<file path="src/mode_setup_pkg.sv">
// Package: setup layouts, register map and link constants for the setup selector
`default_nettype none
package mode_setup_pkg;
  localparam int CHANNELS = 15;
  // Link baud codes and parity codes
  localparam logic [3:0] BAUD_300 = 4'h0;
  localparam logic [1:0] PAR_NONE = 2'h0;
  // Shipped stored setup
  localparam logic [7:0] ADDR_FACTORY = 8'h31;
  localparam logic [3:0] DELAY_FACTORY = 4'h2;
  localparam logic [CHANNELS-1:0] DIR_FACTORY = 15'h0000;
  // Characters
  localparam logic [7:0] CH_NULL = 8'h00;
  localparam logic [7:0] CH_CR = 8'h0D;
  localparam logic [7:0] CH_DOLLAR = 8'h24;
  localparam logic [7:0] CH_HASH = 8'h23;
  localparam logic [7:0] CH_OK = 8'h2A;
  localparam logic [7:0] CH_ERR = 8'h3F;
  // Register byte offsets
  localparam logic [3:0] OFS_SETUP = 4'h0;
  localparam logic [3:0] OFS_DIR = 4'h4;
  localparam logic [3:0] OFS_OUT = 4'h8;
  localparam logic [3:0] OFS_STATUS = 4'hC;
  localparam logic [1:0] RESP_OKAY = 2'h0;
  localparam logic [1:0] RESP_SLVERR = 2'h2;
  // Stored setup, packed into the low 20 bits of the setup word
  typedef struct packed {
    logic [3:0] delay;
    logic echo;
    logic linefeed;
    logic [1:0] parity;
    logic [3:0] baud;
    logic [7:0] addr;
  } setup_t;
  localparam setup_t SETUP_FACTORY = '{delay: DELAY_FACTORY, echo: 1'b0, linefeed: 1'b0,
                                      parity: PAR_NONE, baud: BAUD_300, addr: ADDR_FACTORY};
  typedef struct packed {
    logic [3:0] baud;
    logic [1:0] parity;
  } link_cfg_t;
  localparam link_cfg_t LINK_DEFAULT = '{baud: BAUD_300, parity: PAR_NONE};
  typedef enum logic [1:0] {
    CMD_OTHER = 2'b00,
    CMD_READ_SETUP = 2'b01,
    CMD_SETUP_WRITE = 2'b10,
    CMD_INPUT_QUERY = 2'b11
  } cmd_kind_t;
  typedef struct packed {
    cmd_kind_t kind;
    logic err;
    logic [7:0] addr;
    logic [31:0] data;
  } cmd_t;
  typedef struct packed {
    logic [7:0] prompt;
    logic [7:0] addr;
    logic [31:0] data;
  } reply_t;
endpackage
`default_nettype wire

</file>
<file path="src/default_mode_setup_select.sv">
// Setup selector: default-mode override, stored setup, channel directions, AXI4-Lite registers
//
// Added by the designer: register access over AXI4-Lite and the register offsets.
`default_nettype none
module default_mode_setup_select
  import mode_setup_pkg::*;
(
  // Clock and reset
  input wire logic aclk,
  input wire logic aresetn,
  // AXI4-Lite write address and data
  input wire logic [3:0] s_axi_awaddr,
  input wire logic s_axi_awvalid,
  output logic s_axi_awready,
  input wire logic [31:0] s_axi_wdata,
  input wire logic [3:0] s_axi_wstrb,
  input wire logic s_axi_wvalid,
  output logic s_axi_wready,
  // AXI4-Lite write response
  output logic [1:0] s_axi_bresp,
  output logic s_axi_bvalid,
  input wire logic s_axi_bready,
  // AXI4-Lite read
  input wire logic [3:0] s_axi_araddr,
  input wire logic s_axi_arvalid,
  output logic s_axi_arready,
  output logic [31:0] s_axi_rdata,
  output logic [1:0] s_axi_rresp,
  output logic s_axi_rvalid,
  input wire logic s_axi_rready,
  // Fallback pin
  input wire logic default_n,
  // Decoded commands from the serial front end
  input wire logic cmd_valid,
  input wire cmd_t cmd,
  // Reply header to the serial front end
  output logic reply_valid,
  output reply_t reply,
  // Active link setup
  output link_cfg_t link_cfg,
  output logic default_active,
  output logic prog_reset,
  // Channel pins
  input wire logic [CHANNELS-1:0] chan_in,
  output logic [CHANNELS-1:0] chan_out,
  output logic [CHANNELS-1:0] chan_oe_n
);

  function automatic logic legal_addr(input logic [7:0] c);
    return !(c == CH_NULL || c == CH_CR || c == CH_DOLLAR || c == CH_HASH);
  endfunction

  function automatic logic [31:0] strobe_merge(input logic [31:0] old, input logic [31:0] nw,
                                               input logic [3:0] strb);
    logic [31:0] r;
    r = old;
    for (int i = 0; i < 4; i++) begin
      if (strb[i]) begin
        r[i*8 +: 8] = nw[i*8 +: 8];
      end
    end
    return r;
  endfunction

  ////////////////////////////////////////////////////////////////////////////
  // Pin synchronisers

  logic dflt_meta_r, dflt_sync_r, dflt_prev_r;
  logic [CHANNELS-1:0] in_meta_r, in_sync_r;

  always_ff @(posedge aclk) begin
    if (!aresetn) begin
      dflt_meta_r <= 1'b1;
      dflt_sync_r <= 1'b1;
      dflt_prev_r <= 1'b1;
      in_meta_r <= '0;
      in_sync_r <= '0;
    end else begin
      dflt_meta_r <= default_n;
      dflt_sync_r <= dflt_meta_r;
      dflt_prev_r <= dflt_sync_r;
      in_meta_r <= chan_in;
      in_sync_r <= in_meta_r;
    end
  end

  assign default_active = !dflt_sync_r;
  assign prog_reset = dflt_sync_r && !dflt_prev_r;

  ////////////////////////////////////////////////////////////////////////////
  // AXI4-Lite slave

  logic aw_full_r, w_full_r;
  logic [3:0] aw_addr_r;
  logic [31:0] w_data_r;
  logic [3:0] w_strb_r;
  logic wr_go;

  assign s_axi_awready = !aw_full_r && !s_axi_bvalid;
  assign s_axi_wready = !w_full_r && !s_axi_bvalid;
  assign wr_go = aw_full_r && w_full_r && !s_axi_bvalid;

  always_ff @(posedge aclk) begin
    if (!aresetn) begin
      aw_full_r <= 1'b0;
      aw_addr_r <= '0;
    end else if (s_axi_awvalid && s_axi_awready) begin
      aw_full_r <= 1'b1;
      aw_addr_r <= s_axi_awaddr;
    end else if (wr_go) begin
      aw_full_r <= 1'b0;
    end
  end

  always_ff @(posedge aclk) begin
    if (!aresetn) begin
      w_full_r <= 1'b0;
      w_data_r <= '0;
      w_strb_r <= '0;
    end else if (s_axi_wvalid && s_axi_wready) begin
      w_full_r <= 1'b1;
      w_data_r <= s_axi_wdata;
      w_strb_r <= s_axi_wstrb;
    end else if (wr_go) begin
      w_full_r <= 1'b0;
    end
  end

  logic wr_mapped;
  assign wr_mapped = aw_addr_r == OFS_SETUP || aw_addr_r == OFS_DIR || aw_addr_r == OFS_OUT;

  always_ff @(posedge aclk) begin
    if (!aresetn) begin
      s_axi_bvalid <= 1'b0;
      s_axi_bresp <= RESP_OKAY;
    end else if (wr_go) begin
      s_axi_bvalid <= 1'b1;
      s_axi_bresp <= wr_mapped ? RESP_OKAY : RESP_SLVERR;
    end else if (s_axi_bready) begin
      s_axi_bvalid <= 1'b0;
    end
  end

  ////////////////////////////////////////////////////////////////////////////
  // Stored setup and channel configuration (nonvolatile image)

  setup_t setup_r;
  logic [CHANNELS-1:0] dir_r, out_r, dir_act_r;
  logic cmd_hit, cmd_wr;
  logic [31:0] setup_merged, dir_merged, out_merged;

  // Byte lanes merged against the current value; unused upper bits read back as zero
  assign setup_merged = strobe_merge(32'(setup_r), w_data_r, w_strb_r);
  assign dir_merged = strobe_merge(32'(dir_r), w_data_r, w_strb_r);
  assign out_merged = strobe_merge(32'(out_r), w_data_r, w_strb_r);

  // Link setup write lands after a bus write in the same cycle, so it wins
  always_ff @(posedge aclk) begin
    if (!aresetn) begin
      setup_r <= SETUP_FACTORY;
    end else if (cmd_wr) begin
      setup_r <= setup_t'(cmd.data[$bits(setup_t)-1:0]);
    end else if (wr_go && aw_addr_r == OFS_SETUP) begin
      setup_r <= setup_t'(setup_merged[$bits(setup_t)-1:0]);
    end
  end

  always_ff @(posedge aclk) begin
    if (!aresetn) begin
      dir_r <= DIR_FACTORY;
      out_r <= '0;
    end else if (wr_go) begin
      if (aw_addr_r == OFS_DIR) begin
        dir_r <= dir_merged[CHANNELS-1:0];
      end
      if (aw_addr_r == OFS_OUT) begin
        out_r <= out_merged[CHANNELS-1:0];
      end
    end
  end

  // Stored directions reach the pins only at reset or program reset
  always_ff @(posedge aclk) begin
    if (!aresetn) begin
      dir_act_r <= DIR_FACTORY;
    end else if (prog_reset) begin
      dir_act_r <= dir_r;
    end
  end

  assign chan_out = out_r;
  assign chan_oe_n = ~dir_act_r;

  ////////////////////////////////////////////////////////////////////////////
  // Active link setup

  link_cfg_t link_r;

  // Stored values reach the link only on program reset, so a write cannot drop the host mid-session
  always_ff @(posedge aclk) begin
    if (!aresetn) begin
      link_r <= LINK_DEFAULT;
    end else if (default_active) begin
      link_r <= LINK_DEFAULT;
    end else if (prog_reset) begin
      link_r <= '{baud: setup_r.baud, parity: setup_r.parity};
    end
  end

  assign link_cfg = link_r;

  ////////////////////////////////////////////////////////////////////////////
  // Command answering

  assign cmd_hit = cmd_valid && (default_active ? legal_addr(cmd.addr) : cmd.addr == setup_r.addr);
  assign cmd_wr = cmd_hit && !cmd.err && cmd.kind == CMD_SETUP_WRITE;

  always_ff @(posedge aclk) begin
    if (!aresetn) begin
      reply_valid <= 1'b0;
      reply <= '0;
    end else begin
      reply_valid <= cmd_hit;
      if (cmd_hit) begin
        reply.addr <= setup_r.addr;
        reply.prompt <= cmd.err ? CH_ERR : CH_OK;
        reply.data <= '0;
        if (!cmd.err) begin
          unique case (cmd.kind)
            CMD_READ_SETUP: reply.data <= 32'(setup_r);
            CMD_INPUT_QUERY: reply.data <= 32'(in_sync_r);
            CMD_SETUP_WRITE: reply.data <= '0;
            CMD_OTHER: reply.data <= '0;
          endcase
        end
      end
    end
  end

  ////////////////////////////////////////////////////////////////////////////
  // Register reads

  always_ff @(posedge aclk) begin
    if (!aresetn) begin
      s_axi_rvalid <= 1'b0;
      s_axi_rdata <= '0;
      s_axi_rresp <= RESP_OKAY;
    end else if (s_axi_arvalid && s_axi_arready) begin
      s_axi_rvalid <= 1'b1;
      s_axi_rresp <= RESP_OKAY;
      unique case (s_axi_araddr)
        OFS_SETUP: s_axi_rdata <= 32'(setup_r);
        OFS_DIR: s_axi_rdata <= 32'(dir_r);
        OFS_OUT: s_axi_rdata <= 32'(out_r);
        OFS_STATUS: s_axi_rdata <= 32'({default_active, link_r});
        default: begin
          s_axi_rdata <= '0;
          s_axi_rresp <= RESP_SLVERR;
        end
      endcase
    end else if (s_axi_rready) begin
      s_axi_rvalid <= 1'b0;
    end
  end

  assign s_axi_arready = !s_axi_rvalid;
endmodule
`default_nettype wire

</file>
<file path="config.mk">
export PLATFORM = sky130hd
export DESIGN_NAME = default_mode_setup_select
export DESIGN_NICKNAME = d
export VERILOG_FILES = /design/src/mode_setup_pkg.sv /design/src/default_mode_setup_select.sv
export SDC_FILE = /design/constraint.sdc
export NUM_CORES = 1
export LEC_CHECK = 0
export BUFFER_PORTS_ARGS = -buffer_cell sky130_fd_sc_hd__clkbuf_2
export CORE_UTILIZATION = 40
export DETAILED_ROUTE_END_ITERATION = 16
export GPL_TIMING_DRIVEN = 0
export PLACE_DENSITY = 0.67
export SLEW_MARGIN = 20
export SYNTH_ARGS = -nofsm -noshare
export SYNTH_HDL_FRONTEND = slang
export SYNTH_SLANG_ARGS = --single-unit
</file>
<file path="constraint.sdc">
create_clock -name aclk -period 2 [get_ports aclk]
set_input_delay 0.4 -clock aclk [delete_from_list [all_inputs] [get_ports aclk]]
set_output_delay 0.4 -clock aclk [all_outputs]
set_load 0.01 [all_outputs]
</file>
Word-level counts from Yosys, hierarchy flattened
Index checks and enable logic that the tools add are counted.
W data, S select, Z words.
{ "word_totals": {"register_bits": 220, "input_bits": 111, "out_inout_bits": 128} }
{ "classes": {"n_eq_ne": 12, "mux": 19, "bitwise_logic": 1, "reduce_logical": 47} }
{ "op_table": {"columns": ["op", "count"], "rows": [
  ["$pmux W32 S3", 1],
  ["$pmux W20 S4", 1],
  ["$mux W20", 2],
  ["$mux W32", 1],
  ["$eq A8 B6 Y1 const B", 2],
  ["$mux W8", 2],
  ["$reduce_bool A2 Y1", 8],
  ["$not A15 Y15", 1],
  ["$eq A4 B4 Y1 const B", 3],
  ["$logic_and A1 B1 Y1", 12],
  ["$reduce_and A3 Y1", 4],
  ["$eq A4 B3 Y1 const B", 2],
  ["$eq A8 B4 Y1 const B", 1],
  ["$eq A8 B8 Y1", 1],
  ["$logic_not A1 Y1", 8],
  ["$logic_not A4 Y1", 2],
  ["$logic_not A8 Y1", 1],
  ["$mux W1", 8],
  ["$reduce_and A2 Y1", 4],
  ["$logic_or A1 B1 Y1", 5],
  ["$mux W5", 1],
  ["$eq A2 B2 Y1 const B", 2],
  ["$mux W2", 2],
  ["$mux W4", 1],
  ["4 further kinds", 4]
]} }

Longest topological paths before layout
Gate-level depths: netlist of run 1.
{ "logic_depth": {"depth_word": 11, "ltp_mapped": 7} }

Worst setup path after synthesis of run 1
OpenSTA, ideal clock, no wires.
{ "synth_timing": {"kind": "input to register", "startpoint": "input port cmd[32] in the netlist's numbering", "endpoint": "register reply[0] in the netlist's numbering", "setup_time_ns": 0.072, "arrival_ns": 1.705, "slack_ns": 0.224, "stages": 7, "n_path_buf": 2, "cell_sequence": "xnor2_1 > nand4_1 > o21ai_0 > and4_1 > clkbuf_1 > buf_2 > mux2i_1"} }
{ "synth_between": {"elab_chain_len": 7} }
{ "synth_rtl": {"columns": ["element", "line", "source"], "rows": [
  ["start: declaration", "default_mode_setup_select.sv:35", "input wire cmd_t cmd,"],
  ["$eq A8 B4 Y1 or $logic_not A8 Y1 (tied branches)", "default_mode_setup_select.sv:50", "return !(c == CH_NULL || c == CH_CR || c == CH_DOLLAR || c == CH_HASH);"],
  ["$logic_or A1 B1 Y1 (3 in a row)", "default_mode_setup_select.sv:50", null],
  ["$logic_not A1 Y1", "default_mode_setup_select.sv:50", null],
  ["$mux W1 (*)", "default_mode_setup_select.sv:215", "assign cmd_hit = cmd_valid && (default_active ? legal_addr(cmd.addr) : cmd.addr == setup_r.addr);"],
  ["$logic_and A1 B1 Y1 (*)", "default_mode_setup_select.sv:215", null],
  ["end: declaration", "default_mode_setup_select.sv:38", "output reply_t reply,"]
]} }
Mark *: on every way between the ends. The rest lies on a longest branch, timed or not.
A chain may end at the register's enable or synchronous reset.

Worst setup path after layout of run 1
{ "layout_timing": {"startpoint": "register aw_addr_r[0]", "endpoint": "register setup_r[9] in the netlist's numbering"} }
{ "layout_between": {"elab_chain_len": 4} }
{ "layout_rtl": {"columns": ["element", "line", "source"], "rows": [
  ["start: declaration", "default_mode_setup_select.sv:94", "logic [3:0] aw_addr_r;"],
  ["start signal: assignment", "default_mode_setup_select.sv:109", "aw_addr_r <= s_axi_awaddr;"],
  ["$logic_not A4 Y1", "default_mode_setup_select.sv:163", "end else if (wr_go && aw_addr_r == OFS_SETUP) begin"],
  ["$logic_and A1 B1 Y1", "default_mode_setup_select.sv:163", null],
  ["$reduce_bool A2 Y1 (no source line)", null, null],
  ["$reduce_and A2 Y1 (no source line)", null, null],
  ["end signal: assignment", "default_mode_setup_select.sv:162", "setup_r <= setup_t'(cmd.data[$bits(setup_t)-1:0]);"],
  ["end signal: assignment", "default_mode_setup_select.sv:164", "setup_r <= setup_t'(setup_merged[$bits(setup_t)-1:0]);"],
  ["end: declaration", "default_mode_setup_select.sv:147", "setup_t setup_r;"]
]} }
Every way passes these cells.

==> results.yml, run 1 <==
outcome:
  status: "finished, final reports clean"
grt:
  grt.overflow.total: 0
  grt_pass1_vias: 6110
  grt_first_pass_wirelength_microns: 33880
  antenna_found_initial: 0
  grt_usage_pct: 22.85
  grt_max_degree: 21
floorplanning:
  coreArea_sq_um: 18830
  die_w_microns: 141.0
  die_h_microns: 141.0
  rows: 50
  io_pins: 239
  die-area_sq_um: 19880
  start_util_pct: 41.04
sta:
  slew_violations: 0
  slew_headroom_pct: 54.47
  setup_viol_count_final: 0
  fin_ws_ns: 0.05842
  fmax_ghz: 0.5150
  hold_viol_final: 0
  fin_skew_ns: 0.01037
  worstMarginPinSlew_ns: 0.6829
  fin_setup_tns_ns: 0
  period_minus_slack_ns: 1.942
  fin_crit_sh_pct: 97.08
finish:
  fin_cells: 1368
  antenna_cells: 0
  nets: 1206
  drive_above_1_share_pct: 27.89
  mostFrequentLayoutCell: "clkbuf_2"
  layout_common_cells: "186 x clkbuf_2, 179 x dfxtp_1, 178 x nand2_1"
  fin_util_pct: 52.38
  synthToLayoutAreaGrowth_pct: 27.64
  final_area_sq_um: 9863
  fill_cells: 1779
synthesis:
  syn-mean-instance-area_sq_um: 8.933
  async_flop_share_pct: 0
  yosys_warnings: 0
  synth_edf_count: 0
  yosysTopAreaCellShare_pct: 48.70
  ys.flop_type: "dfxtp_1"
  syn-cell-area_sq_um: 7727
  yosysTopAreaCell: "dfxtp_1"
  synthTopCellsByArea: "dfxtp_1 49%, mux2i_1 9.6%, nand2_1 8.7%, a21oi_1 4.5%, buf_4 3.1%"
  synth.distinct_cells: 43
  ys_seq_area_share_pct: 48.70
  ys_seq_elements: 188
  syn_inst: 865
pwr:
  p_leak_uw: 0.004110
  p_clk_share_pct: 43.6
  p_per_area_nw_per_um2: 812.1
  pwr-share-seq_pct: 48.7
  combPwrFrac_pct: 7.7
  irDropWorstVdd_mv: 0.6599
  swShare_pct: 26.41
  p_sw_uw: 2115
  intPower_uw: 5895
min_path:
  whs_path_depth: 2
  worstHoldStart: "default_n"
  hp-class: "in2reg"
routing:
  avgViaCountPerCell: 4.964
  routedWlPerCell_microns: 16.53
  wirelength_microns: 22610
  drc: 0
  vias: 6791
  ant_nets: 0
  first_pass_iters: 7
  drt_iter0_drc: 452
worst_setup_path:
  crit_end: "setup_r[9]"
  cp.arrival_ns: 2.26
  start_kind: "flip-flop"
  path_class: "reg2reg"
  r2r-end: "setup_r[9]"
  critPathTopFamily: "simple AND/OR/NAND/NOR gates"
  cp_slowest_cell: "or4b_4"
  crit_path_start: "aw_addr_r[0]"
  path_buf_inv: 1
  crit_path_cell_trace: "or4b_4 -> nor3_4 -> buf_12 -> mux2i_1 -> a211o_1 -> o21ai_0"
  cp_slowest_stage_delay_ns: 0.59
  r2r-start: "aw_addr_r[0]"
  worstRegToRegCells: 6
  cp_num_cells: 6
  end_kind: "flip-flop"
  r2r_slack_ns: 0.06
  worstPathRequired_ns: 2.31
  worstPathMaxFanout: 7
run:
  cap_violations: 0
placed_design:
  dp.cells: 1335
  io_buffers: 183
  gp_congestion: 0.8459
  pre_cts_ws_ns: -0.4791
  dp_hpwl_microns: 17050
  post_dp_cell_area_sq_um: 9070
clock_tree:
  cts_max_level: 4
  cts-root-buf: "clkbuf_16"
  path_clk_slew_ns: 0.08
  postCtsHoldBufs: 0
  clkLatencyLatePin_ns: 0.44
  cts-buffers-inserted: 17
  clock-sinks: 188
  cts_buffer_depth: 2
  cts_tree: "built"
[registers in the layout, summed over array words and instances, names as in the netlist, 15 cells and up]
register     flops
chan_out        15
dir_act_r       15
dir_r           15
in_meta_r       15
in_sync_r       15
reply           30
s_axi_rdata     20
setup_r         20
w_data_r        20
[how the worst min path moves through the flow]
| stage | endpoint | slack (ns) |
|---|---|---|
| final | dflt_meta_r | 0.14 |
| after detailed placement | dflt_sync_r | 0.40 |
| after CTS | dflt_meta_r | 0.13 |
| after global placement | dflt_sync_r | 0.39 |
| after floorplan | dflt_sync_r | 0.39 |
| after global routing | s_axi_rvalid | 0.14 |
[power groups by stage]
stage                     registers (uW)  logic, uW  clock network [uW]
final                               3900        620                3490
after global routing                3910        680                3690
after CTS                           3890        608                3550
after detailed placement            3980        602                   0
after global placement              3980        596                   0
after floorplan                     3960        379                   0
[timing repair]
| item | in CTS | in global routing |
|---|---|---|
| pin swaps | 1 | 3 |
| cloned | 0 | 0 |
| gates resized for setup | 20 | 16 |
| buffers inserted | 2 | 3 |
| setup endpoints to repair | 75 | 79 |
[routing by layer]
layer / vias to the layer above / wire length (microns) / GRT usage (%)
met5: - / 0 / 0
met4: 0 / 399 / 7.494
met3: 25 / 1552 / 4.925
met2: 236 / 10470 / 36.76
met1: 3189 / 10190 / 30.43
li1: 3341 / - / -
[area by class of cell]
| type | count | area, sq um | area share [%] |
|---|---|---|---|
| Sequential cell | 188 | 3775 | 38.27 |
| Multi-Input combinational cell | 594 | 3615 | 36.65 |
| Timing Repair Buffer | 188 | 978.4 | 9.920 |
| Buffer | 86 | 467.9 | 4.744 |
| Clock buffer | 17 | 425.4 | 4.313 |
| Tap cell | 260 | 325.3 | 3.298 |
| Clock inverter | 15 | 197.7 | 2.004 |
| Inverter | 20 | 78.83 | 0.7992 |
[kinds of logic after synthesis]
| logic type | count (synthesis) | synth area share (%) |
|---|---|---|
| xor+xnor | 9 | 1.020 |
| other cells | 1 | 0.04853 |
| flops | 188 | 48.70 |
| compound gates | 142 | 12.00 |
| simple gates | 326 | 19.48 |
| buf+inv | 110 | 6.979 |
| mux | 89 | 11.77 |
[metrics by stage]
stage                     power [uW]  hold slack (ns)
after floorplan                 4337           0.3863
after detailed placement        4581           0.4002
after global routing            8283           0.1420
final                           8010           0.1387
after global placement          4573           0.3886
after CTS                       8051           0.1258
[cells in the mapped netlist (3+ instances only)]
| library cell | n |
|---|---|
| a211o_1 | 16 |
| a21oi_1 | 70 |
| a221oi_1 | 7 |
| a222oi_1 | 8 |
| a22o_1 | 7 |
| a2bb2oi_1 | 7 |
| a31oi_1 | 4 |
| and2_1 | 33 |
| and4b_1 | 4 |
| buf_1 | 3 |
| buf_2 | 5 |
| buf_4 | 32 |
| clkbuf_1 | 50 |
| dfxtp_1 | 188 |
| inv_1 | 20 |
| mux2_2 | 15 |
| mux2i_1 | 74 |
| nand2_1 | 179 |
| nand2b_1 | 6 |
| nand3_1 | 23 |
| nor2_1 | 57 |
| nor4_1 | 3 |
| nor4bb_1 | 3 |
| o21ai_0 | 12 |
| o21ai_2 | 6 |
| xnor2_1 | 9 |
Note: power is estimated with default switching activity, not from simulation.
==> inputs of run 2 (changes only) <==
--- a/config.mk
+++ b/config.mk
@@ -9,7 +9,7 @@
 export CORE_UTILIZATION = 40
 export DETAILED_ROUTE_END_ITERATION = 16
 export GPL_TIMING_DRIVEN = 0
-export PLACE_DENSITY = 0.67
+export PLACE_DENSITY = 0.66
 export SLEW_MARGIN = 20
 export SYNTH_ARGS = -nofsm -noshare
 export SYNTH_HDL_FRONTEND = slang
==> constraint.sdc (replaced) <==
create_clock -name aclk -period 2.45 [get_ports aclk]
set_input_delay 0.49 -clock aclk [delete_from_list [all_inputs] [get_ports aclk]]
set_output_delay 0.49 -clock aclk [all_outputs]
set_load 0.01 [all_outputs]
==> results.yml, run 2 (synthesis results as in run 1) <==
finish:
  fin_util_pct: 51.50
  nets: 1205
  largest_register: "reply"
  synthToLayoutAreaGrowth_pct: 25.50
  mostFrequentLayoutCell: "dfxtp_1"
  drive_above_1_share_pct: 25.84
  largest_reg_flops: 30
  fill_cells: 1858
  layout_common_cells: "188 x dfxtp_1, 183 x clkbuf_2, 179 x nand2_1"
worst_setup_path:
  r2r-start: "setup_r[0]"
  crit_end: "prog_reset"
  start_kind: "flip-flop"
  r2r-end: "reply[16]"
  crit_path_start: "dflt_prev_r"
  worstPathRequired_ns: 1.96
  worstRegToRegCells: 7
  path_class: "reg2out"
  worstPathMaxFanout: 12
  r2r_slack_ns: 0.23
  cp.arrival_ns: 1.74
  end_kind: "primary output"
clock_tree:
  cts-buffers-inserted: 17
  clock-sinks: 188
  cts_buffer_depth: 2
  cts-root-buf: "clkbuf_16"
  clkLatencyLatePin_ns: 0.45
  cts_max_level: 4
  cts_tree: "built"
  path_clk_slew_ns: 0.07
pwr:
  combPwrFrac_pct: 7.7
  p_sw_uw: 1713
  p_leak_uw: 0.004033
  p_per_area_nw_per_um2: 670.4
  p_clk_share_pct: 43.5
  intPower_uw: 4788
  swShare_pct: 26.35
  irDropWorstVdd_mv: 0.5972
  pwr-share-seq_pct: 48.9
sta:
  fin_ws_ns: 0.2192
  setup_viol_count_final: 0
  hold_viol_final: 0
  fin_crit_sh_pct: 91.05
  fmax_ghz: 0.4483
  slew_violations: 0
  slew_headroom_pct: 28.80
  worstMarginPinSlew_ns: 1.053
  fin_setup_tns_ns: 0
  period_minus_slack_ns: 2.231
  rsz0062_at_grt: "false"
  fin_skew_ns: 0.009584
floorplanning:
  die_w_microns: 141.0
  start_util_pct: 41.04
  die_h_microns: 141.0
  coreArea_sq_um: 18830
  rows: 50
  die-area_sq_um: 19880
  io_pins: 239
routing:
  wirelength_microns: 22490
  ant_nets: 0
  avgViaCountPerCell: 4.901
  vias: 6705
  first_pass_iters: 7
  routedWlPerCell_microns: 16.44
  drt_iter0_drc: 451
  drc: 0
grt:
  grt_pass1_vias: 6207
  grt_usage_pct: 22.87
  antenna_found_initial: 1
  grt.overflow.total: 0
  grt_first_pass_wirelength_microns: 34080
  grt_max_degree: 20
placed_design:
  dp_hpwl_microns: 17120
  io_buffers: 183
  pre_cts_ws_ns: 0.01124
  gp_congestion: 0.8377
min_path:
  hp-class: "in2reg"
  whs_path_depth: 2
outcome:
  status: "finished, final reports clean"
run:
  cap_violations: 0
run 2: worst min-delay path by stage:
stage	startpoint	endpoint	slack [ns]
after detailed placement	dflt_meta_r	dflt_sync_r	0.39
after CTS	s_axi_rready	s_axi_rvalid	0.23
after global routing	s_axi_rready	s_axi_rvalid	0.23
final	s_axi_rready	s_axi_rvalid	0.23
after global placement	dflt_meta_r	dflt_sync_r	0.39
after floorplan	dflt_meta_r	dflt_sync_r	0.39
run 2: per-stage QoR:
step / std cells / total power, uW / hold slack (ns) / instance area, sq um
2_1_floorplan: 892 / 3541 / 0.3863 / 7829
3_3_place_gp: 1335 / 3732 / 0.3893 / 9070
3_5_place_dp: 1335 / 3738 / 0.3918 / 9070
4_1_cts: 1365 / 6520 / 0.2269 / 9664
5_1_grt: 1368 / 6728 / 0.2259 / 9698
6_report: 1368 / 6502 / 0.2328 / 9698
run 2: worst max-delay path, stage by stage, from the launching register on:
cell and delay (ns):
dfxtp_1 0.54, nand2b_2 0.30, clkinvlp_4 0.13, buf_4 0.19
clkbuf_2 0.14
run 2: cell type report:
class                   count  area [sq um]  share of cell area, %
inverters                  20         78.83                 0.8128
clock buffers              17         425.4                  4.387
well taps                 260         325.3                  3.354
multi-input cells         594          3535                  36.45
diodes                      1         2.502                0.02580
clock inverters            15         176.4                  1.819
repair buffers            186         938.4                  9.676
plain buffers              87         452.9                  4.670
flip-flops and latches    188          3764                  38.81
run 2: metal layers:
metal | GRT usage (%) | up-vias | wire length, microns
met5 | 0 | - | 0
met4 | 7.952 | 0 | 430
met3 | 4.755 | 33 | 1473
met2 | 36.58 | 241 | 10230
met1 | 30.58 | 3099 | 10360
li1 | - | 3332 | -
run 2: power by group through the flow:
stage | clock network, uW | logic, uW | registers (uW)
finish | 2830 | 498 | 3180
detailed placement | 0 | 491 | 3250
global route | 2990 | 548 | 3180
CTS | 2850 | 491 | 3180
floorplan | 0 | 309 | 3230
global placement | 0 | 486 | 3250
run 2: timing repair:
item	4_1_cts	5_1_grt
buffers inserted	0	3
gates resized for setup	0	3
endpoints found under the setup margin	1	23
hold buffers	0	0
